$ cat src/lsst_timing_map.vh
// timing constants for the linear sensor scan timing generator
`ifndef LSST_TIMING_MAP_VH
`define LSST_TIMING_MAP_VH
// pixel period in base clock cycles
`define LSST_PIXEL_CYCLES   3'h6
`define LSST_PHASE_LAST     3'h5
// second shift clock high in phases 0..3
`define LSST_SH2_LAST       3'h3
// reset pulse high in phases 2..4
`define LSST_RST_FIRST      3'h2
`define LSST_RST_LAST       3'h4
// trigger high in phases 1..3
`define LSST_TRG_FIRST      3'h1
`define LSST_TRG_LAST       3'h3
// scan start width in cycles
`define LSST_START_CYCLES   2'h2
// end-of-scan width in cycles
`define LSST_DONE_CYCLES    3'h4
// default pixels per scan
`define LSST_PIXELS         10'h200
`endif

$ cat src/lsst_phase_gen.v
// per-pixel phase counter and pulse decode
`timescale 1ns/1ps
`default_nettype none
`include "lsst_timing_map.vh"
module lsst_phase_gen (
  // clock and control
  input  wire       clock,
  input  wire       rst,
  input  wire       clkEn,
  input  wire       restart,
  // phase and decoded pulses
  output reg  [2:0] phase,
  output wire       pixelEnd,
  output wire       shift2,
  output wire       resetHigh,
  output wire       trigHigh
);
  wire [2:0] next_phase;

  assign pixelEnd   = (phase == `LSST_PHASE_LAST);
  assign next_phase = (restart | pixelEnd) ? 3'h0 : phase + 3'h1;

  assign shift2    = (phase <= `LSST_SH2_LAST);
  assign resetHigh = (phase >= `LSST_RST_FIRST) && (phase <= `LSST_RST_LAST);
  assign trigHigh  = (phase >= `LSST_TRG_FIRST) && (phase <= `LSST_TRG_LAST);

  always @(posedge clock) begin
    if (rst) begin
      phase <= 3'h0;
    end else if (clkEn) begin
      phase <= next_phase;
    end
  end
endmodule // lsst_phase_gen
`default_nettype wire

$ cat src/lsst_scan_timing.v
// scan timing generator for a voltage-output linear photodiode sensor
// What this block does
// - pulses follow fixed schedule, one-cycle steps
// - start falling edge gives two-cycle scan start
// - every start restarts a full scan
// - each pixel takes six cycles
// - drive pulses repeat every pixel period
// - complementary shift clocks, two and four high
// - outputs referenced to second shift clock
// - reset high three cycles, two overlapping
// - reset falls one cycle before shift rise
// - video valid shift rise to reset rise
// - trigger rises phase one, three cycles high
// - end-of-scan low four cycles, right after last pixel
// - start initialises all pulse state
// - trigger active high, done active low
`timescale 1ns/1ps
`default_nettype none
`include "lsst_timing_map.vh"
module lsst_scan_timing #(
  parameter [9:0] PIXELS = `LSST_PIXELS
) (
  // clock, reset, enable
  input  wire clock,
  input  wire rst,
  input  wire clkEn,
  // start from pulse source
  input  wire frameStartIn,
  // sensor drive
  output reg  sensorScanStart,
  output reg  shiftClk1,
  output reg  shiftClk2,
  output reg  resetPulse,
  // converter and external flags
  output reg  convTrig,
  output reg  scanDone_n
);
  // ----------------------------------------
  // start edge and counters
  // ----------------------------------------
  reg        startPrev;
  reg  [1:0] startCnt;
  reg  [9:0] pixelCnt;
  reg        scanning;
  reg  [2:0] doneCnt;
  wire [2:0] phase;
  wire       pixelEnd;
  wire       shift2;
  wire       resetHigh;
  wire       trigHigh;
  wire       startFall = startPrev & ~frameStartIn;
  wire       lastPixel = scanning && pixelEnd && (pixelCnt == PIXELS - 10'h1);

  lsst_phase_gen uPhase (
    .clock     (clock),
    .rst       (rst),
    .clkEn     (clkEn),
    .restart   (startFall),
    .phase     (phase),
    .pixelEnd  (pixelEnd),
    .shift2    (shift2),
    .resetHigh (resetHigh),
    .trigHigh  (trigHigh)
  );

  // ----------------------------------------
  // scan sequencing
  // ----------------------------------------
  // input is taken as synchronous, so one register suffices for the edge
  always @(posedge clock) begin
    if (rst) begin
      startPrev       <= 1'b0;
      startCnt        <= 2'h0;
      pixelCnt        <= 10'h0;
      scanning        <= 1'b0;
      doneCnt         <= 3'h0;
      sensorScanStart <= 1'b0;
      shiftClk1       <= 1'b0;
      shiftClk2       <= 1'b0;
      resetPulse      <= 1'b0;
      convTrig        <= 1'b0;
      scanDone_n      <= 1'b1;
    end else if (clkEn) begin
      startPrev <= frameStartIn;
      if (startFall) begin
        startCnt <= `LSST_START_CYCLES;
      end else if (startCnt != 2'h0) begin
        startCnt <= startCnt - 2'h1;
      end
      sensorScanStart <= startFall | (startCnt > 2'h1);
      if (startFall) begin
        pixelCnt <= 10'h0;
        scanning <= 1'b1;
        doneCnt  <= 3'h0;
      end else begin
        if (lastPixel) begin
          scanning <= 1'b0;
          pixelCnt <= 10'h0;
        end else if (scanning && pixelEnd) begin
          pixelCnt <= pixelCnt + 10'h1;
        end
        // done aligned to shift period start
        if (lastPixel) begin
          doneCnt <= `LSST_DONE_CYCLES;
        end else if (doneCnt != 3'h0) begin
          doneCnt <= doneCnt - 3'h1;
        end
      end
      // outputs registered from the decoded phase; restart forces phase 0 look
      // one-cycle step schedule
      shiftClk2  <= startFall | pixelEnd ? 1'b1 : (phase < `LSST_SH2_LAST);
      shiftClk1  <= startFall | pixelEnd ? 1'b0 : ~(phase < `LSST_SH2_LAST);
      resetPulse <= ~(startFall | pixelEnd) && (phase >= `LSST_RST_FIRST - 3'h1) &&
                    (phase <= `LSST_RST_LAST - 3'h1);
      convTrig   <= ~(startFall | pixelEnd) && (phase >= `LSST_TRG_FIRST - 3'h1) &&
                    (phase <= `LSST_TRG_LAST - 3'h1);
      scanDone_n <= ~(startFall ? 1'b0 : (lastPixel | (doneCnt > 3'h1)));
    end
  end
endmodule // lsst_scan_timing
`default_nettype wire

$ cat config.mk
export PLATFORM = sky130hd
export DESIGN_NAME = lsst_scan_timing
export DESIGN_NICKNAME = d
export VERILOG_FILES = /design/src/lsst_phase_gen.v /design/src/lsst_scan_timing.v
export VERILOG_INCLUDE_DIRS = /design/src
export SDC_FILE = /design/constraint.sdc
export NUM_CORES = 1
export LEC_CHECK = 0
export BUFFER_PORTS_ARGS = -buffer_cell sky130_fd_sc_hd__buf_4
export CAP_MARGIN = 20
export CORE_MARGIN = 3
export CORE_UTILIZATION = 60
export DETAILED_ROUTE_END_ITERATION = 8
export PLACE_DENSITY = 0.88
export SETUP_SLACK_MARGIN = 0.15
export SLEW_MARGIN = 20
export SYNTH_ARGS = -nofsm -noshare
export SYNTH_HDL_FRONTEND = slang
export SYNTH_SLANG_ARGS = --single-unit
$ cat constraint.sdc
create_clock -name clock -period 3.8 [get_ports clock]
set_clock_uncertainty 0.2 [all_clocks]
set_input_delay 0 -clock clock [delete_from_list [all_inputs] [get_ports clock]]
set_output_delay 0 -clock clock [all_outputs]
set_load 0.02 [all_outputs]
==> results of run 1 <==
## worst max-delay path: stages, from the launching register on
cell	delay (ps)
dfxtp_1	470
ha_1	290
nand3_1	160
nor4_2	350
a21oi_1	100
a2111oi_2	360
dlygate4sd3_1	610
## path summary, 6_finish.rpt
path | startpoint | to | slack, ps
hold / removal | shiftClk1$_SDFFE_PP0P_ | shiftClk1$_SDFFE_PP0P_ | 290
hold reg to reg | shiftClk1$_SDFFE_PP0P_ | shiftClk1$_SDFFE_PP0P_ | 290
setup / recovery | uPhase.phase[0]$_SDFFE_PP0P_ | doneCnt[2]$_SDFFE_PP0P_ | 1220
setup reg to reg | uPhase.phase[0]$_SDFFE_PP0P_ | doneCnt[2]$_SDFFE_PP0P_ | 1220
## per-layer routing
| metal | vias to the layer above | wire [um] | share of wire (%) | global-route usage, % |
|---|---|---|---|---|
| li1 | 591 | - | - | - |
| met1 | 575 | 1250 | 43 | 27.5 |
| met2 | 22 | 1480 | 52 | 40.2 |
| met3 | 4 | 105 | 3.7 | 6.27 |
| met4 | 0 | 34 | 1.2 | 8.30 |
| met5 | - | 0 | 0 | 0 |
## area by class of cell
type                    count  area (sq um)
flip-flops and latches     26           520
fillers                   155           554
multi-input cells         117           810
repair buffers             15           128
inverters                   9          33.8
well taps                  27          33.8
clock buffers               3          22.5
## cell families (layout without fill, tap and decap cells)
kind of cell	count (synthesis)	after routing	synth area share (%)
adder cells (fa/ha/maj)	10	10	8.84
multiplexers	3	3	2.12
AND/OR/NAND/NOR	58	58	22.8
AO/OA/AOI/OAI	40	40	19.7
flip-flops	26	26	36.8
XOR/XNOR	6	6	3.71
buffers and inverters	17	27	6.01
## metrics by stage
stage,hold WS [ps],std cells
after floorplan,-52.6,160
after CTS,286,197
after global placement,57.5,188
after detailed placement,68.7,188
final,289,197
after global routing,329,197
## registers in the layout (all words and copies together), names as in the netlist
register         flops
startCnt             2
scanning             1
shiftClk2            1
uPhase.phase         3
pixelCnt            10
shiftClk1            1
doneCnt              3
scanDone_n           1
sensorScanStart      1
convTrig             1
resetPulse           1
startPrev            1
## cells in the final DEF (no fill, tap or decap), types with 4 or more instances in the layout
| cell | instances |
|---|---|
| dfxtp_1 | 26 |
| nor2_1 | 18 |
| a21oi_1 | 16 |
| ha_1 | 10 |
| inv_1 | 9 |
| buf_4 | 9 |
| nand2b_1 | 8 |
| nand2_1 | 7 |
| dlygate4sd3_1 | 6 |
| nand3_1 | 5 |
| o21ai_0 | 5 |
| xor2_1 | 4 |
## timing repair
action	4_1_cts	5_1_grt
hold buffers	6	0
hold endpoints to repair	17	0
gates resized for setup	0	0
## power by group
part / switching (uW) / internal, uW
Sequential: 19.1 / 297
Clock: 77.1 / 37.2
Combinational: 96.5 / 82.8
==> results.toml, run 1 <==
[yosys]
synth_edf_count = 0
ys_top_cells_by_area = "dfxtp_1, ha_1, a21oi_1"
synth_largest_area_cell = "dfxtp_1"
yosys.cell_types.count = 43
syn_nets = 174
synth_flop_cell = "dfxtp_1"
syn_area_sq_um = 1420
post-synth-top-count-cell = "dfxtp_1"
ys_seq_elements = 26
synth_common_cells = "dfxtp_1, nor2_1, a21oi_1"
ys_seq_area_share_pct = 36.8
yosys_warnings = 0
synth_cells = 160
async_flop_share_pct = 0
syn_area_per_cell_sq_um = 8.84
yosysTopAreaCellShare_pct = 36.8

[clock_tree]
clkTransAtPathRegs_ps = 130
cts_sinks = 26
htree_num_levels = 1
clockRootBuffer = "clkbuf_4"
insertion_delay_ps = 320
clk_path_buf_depth = 2
post_cts_buffers = 0
cts_tree = "yes"
numCtsBuffers = 3

[timing]
grt_setup_unrepaired = "no"
final-hold-violation-count = 0
slew_headroom_pct = 50.9
tightestPinTransition_ps = 735
fin_setup_tns_ps = 0
min_period_over_period_pct = 68.0
setup_slack_ps = 1220
slew_viol_final = 0
setup_viol_count_final = 0
min_period_ps = 2580
fmax_mhz = 387

[routing]
vias_per_cell = 6.05
routed_wl_mm = 2.87
drt-pass1-iter-count = 5
drt-initial-drc-count = 29
vias = 1192
routedWlPerCell_um = 14.6
drc = 0
final_antenna_net_count = 0

[placement]
placed_cell_area_sq_um = 1470
place_ws_ps = 1670
post-dp-hpwl_mm = 1.98
io_buffers = 9
globalplace.congestion = 0.847

[power]
power_density_nw_per_um2 = 394
power_uw = 609
ir_drop_mv = 0.349
leakagePower_uw = 0.000597

[grt]
antenna_found_initial = 0
grt_pass1_vias = 1138
grt.total_usage_pct = 23.3
grt_max_degree = 37
grt_pass1_wl_mm = 4.96
overflow = 0

[worst_setup_path]
path_max_fanout = 6
worstSetupPathType = "flip-flop to flip-flop"
cp-end-kind = "flip-flop"
timing.critical_path.required_ps = 3870
arrival_ps = 2660
reg2reg_depth = 6
startpoint_type = "flip-flop"

[cells_and_area]
antenna_cells = 0
fin_nets = 186
fin_area_sq_um = 1550
finalCoreUtilization_pct = 73.6
drive_above_1_share_pct = 12.9
area_delta_synth_final_pct = 9.37

[floorplanning]
die_y_um = 54.6
io_pins = 10
die_width_um = 54.6
die-area_sq_um = 2980
start_util_pct = 67.3
coreArea_sq_um = 2100
fp-row-count = 16

[worst_hold_path]
hold_path.class = "flip-flop to flip-flop"
holdPathStages = 2

[status]
status = "finished clean"

[flow_run]
drv_cap = 0
(Power assumes the default switching activity.)
==> run 2: changes to the inputs <==
--- a/config.mk
+++ b/config.mk
@@ -9,9 +9,9 @@
 export BUFFER_PORTS_ARGS = -buffer_cell sky130_fd_sc_hd__buf_4
 export CAP_MARGIN = 20
 export CORE_MARGIN = 3
-export CORE_UTILIZATION = 60
+export CORE_UTILIZATION = 53
 export DETAILED_ROUTE_END_ITERATION = 8
-export PLACE_DENSITY = 0.88
+export PLACE_DENSITY = 0.83
 export SETUP_SLACK_MARGIN = 0.15
 export SLEW_MARGIN = 20
 export SYNTH_ARGS = -nofsm -noshare
==> constraint.sdc (replaced) <==
create_clock -name clock -period 2.2 [get_ports clock]
set_clock_uncertainty 0.2 [all_clocks]
set_input_delay 0 -clock clock [delete_from_list [all_inputs] [get_ports clock]]
set_output_delay 0 -clock clock [all_outputs]
set_load 0.02 [all_outputs]
==> run 2 against run 1 <==
Global-route usage shrank 3.4 points. Core utilization decreased by 6.7 points. Die area up 12%.
==> results.toml, run 2 (synthesis gave the netlist of run 1 again) <==
[power]
p_sw_uw = 345
power_frac_seq_pct = 50.9
ir_drop_mv = 0.727
power_density_nw_per_um2 = 638
p_int_uw = 723
clock_power_share_pct = 19.3
leakagePower_uw = 0.000655
pwr-share-comb_pct = 29.8
swShare_pct = 32.3

[timing]
fin_setup_tns_ps = 0
tightestPinTransition_ps = 687
hold_ws_ps = 35.4
setup_viol_count_final = 0
slew_headroom_pct = 54.2
min_period_over_period_pct = 90.6
fmax_mhz = 502
final-hold-violation-count = 0
min_period_ps = 1990
grt_setup_unrepaired = "no"
slew_viol_final = 0

[routing]
vias_per_cell = 5.88
routed_wl_mm = 3.15
vias = 1222
drt-initial-drc-count = 47
drc = 0
drt-pass1-iter-count = 4
routedWlPerCell_um = 15.1
final_antenna_net_count = 0

[worst_hold_path]
hold_path.class = "input port to flip-flop"
holdPathStages = 4
holdCritStartpoint = "clkEn"
whs_endpoint = "pixelCnt[9]$_SDFFE_PP0P_"

[clock_tree]
clk_path_buf_depth = 2
numCtsBuffers = 3
clkTransAtPathRegs_ps = 140
clockRootBuffer = "clkbuf_4"
htree_num_levels = 1
cts_sinks = 26
cts_tree = "yes"
insertion_delay_ps = 330

[worst_setup_path]
r2r_end = "doneCnt[1]$_SDFFE_PP0P_"
reg2reg_depth = 6
arrival_ps = 1970
reg2reg_slack_ps = 210
cp-end-kind = "flip-flop"
timing.critical_path.required_ps = 2180
path_max_fanout = 6
worstSetupPathType = "flip-flop to flip-flop"
rr_startpoint = "uPhase.phase[1]$_SDFFE_PP0P_"
startpoint_type = "flip-flop"

[cells_and_area]
fin_nets = 194
drive_above_1_share_pct = 19.7
layout_commonest_cell = "dfxtp_1"
nFillCells = 189
antenna_cells = 0
finalCoreUtilization_pct = 67.0
top_regs = "pixelCnt (10), doneCnt (3), uPhase.phase (3)"
regMostFlops = "pixelCnt"
largest_reg_flops = 10
final_cell_mix = "dfxtp_1, nor2_1, a21oi_1"
area_delta_synth_final_pct = 18.3

[grt]
grt_max_degree = 19
grt_pass1_wl_mm = 5.27
antenna_found_initial = 0
overflow = 0
grt_pass1_vias = 1198
grt.total_usage_pct = 19.9

[placement]
post-dp-hpwl_mm = 1.93
globalplace.congestion = 0.805
io_buffers = 9

[floorplanning]
die_width_um = 57.7
start_util_pct = 56.6
coreArea_sq_um = 2500
io_pins = 10
die-area_sq_um = 3330
die_y_um = 57.7
fp-row-count = 18

[status]
status = "finished clean"

[flow_run]
drv_cap = 0
[run 2: cell types whose count changed in the layout (fill, tap and decap cells not counted), sizes merged]
cell          before  now
a21oi             17   18
buf                9   13
dlygate4sd3        6    8
dlymetal6s4s       0    1
[run 2: how the worst max path moves through the flow]
stage                                      start                  endpoint  cells after the start
finish              uPhase.phase[1]$_SDFFE_PP0P_   doneCnt[1]$_SDFFE_PP0P_                      6
global route        uPhase.phase[1]$_SDFFE_PP0P_   doneCnt[1]$_SDFFE_PP0P_                      6
CTS                 uPhase.phase[1]$_SDFFE_PP0P_  pixelCnt[3]$_SDFFE_PP0P_                      7
detailed placement  uPhase.phase[1]$_SDFFE_PP0P_  pixelCnt[3]$_SDFFE_PP0P_                      6
global placement    uPhase.phase[0]$_SDFFE_PP0P_   doneCnt[1]$_SDFFE_PP0P_                      5
floorplan           uPhase.phase[0]$_SDFFE_PP0P_   doneCnt[1]$_SDFFE_PP0P_                      5
[run 2: layout make-up]
type / instances / area [sq um] / share of cell area [%]
clock buffers: 3 / 22.5 / 1.35
flip-flops and latches: 26 / 527 / 31.5
repair buffers: 22 / 190 / 11.4
inverters: 9 / 33.8 / 2.02
multi-input cells: 118 / 863 / 51.6
well taps: 30 / 37.5 / 2.24
[run 2: metrics by stage]
step | setup WS, ps | area, sq um | power [uW] | instances
after floorplan | 314 | 1420 | 779 | 160
after global placement | 192 | 1480 | 826 | 193
after detailed placement | 127 | 1480 | 843 | 193
after CTS | 153 | 1630 | 1060 | 207
after global routing | 169 | 1670 | 1130 | 208
final | 206 | 1670 | 1070 | 208
[run 2: what timing repair did]
action,in CTS,in global routing
buffers inserted,1,1
pin swaps,2,3
hold buffers,9,0
gates cloned,1,0
resized for setup,4,10
setup endpoints to repair,10,12
endpoints found under the hold margin,17,0
[run 2: power groups by stage]
stage / sequential, uW / combinational (uW) / clock [uW]
after floorplan: 562 / 217 / 0
after global placement: 551 / 276 / 0
after detailed placement: 552 / 291 / 0
after CTS: 543 / 310 / 211
after global routing: 549 / 361 / 220
final: 544 / 318 / 206
[run 2: worst max-delay path, cell delays in order (launching register included)]
cell      delay (ps)
dfxtp_4          390
inv_2             70
ha_4             170
nand3_2          120
or4_4            590
a21oi_4          220
a311oi_1          60
[run 2: layer usage]
layer  global-route usage (%)  share of wire [%]  vias up
li1                         -                  -      605
met1                     24.1                 46      587
met2                     35.8                 50       22
met3                     4.45                3.2        8
met4                     4.30                1.6        0
met5                        0                  0        -
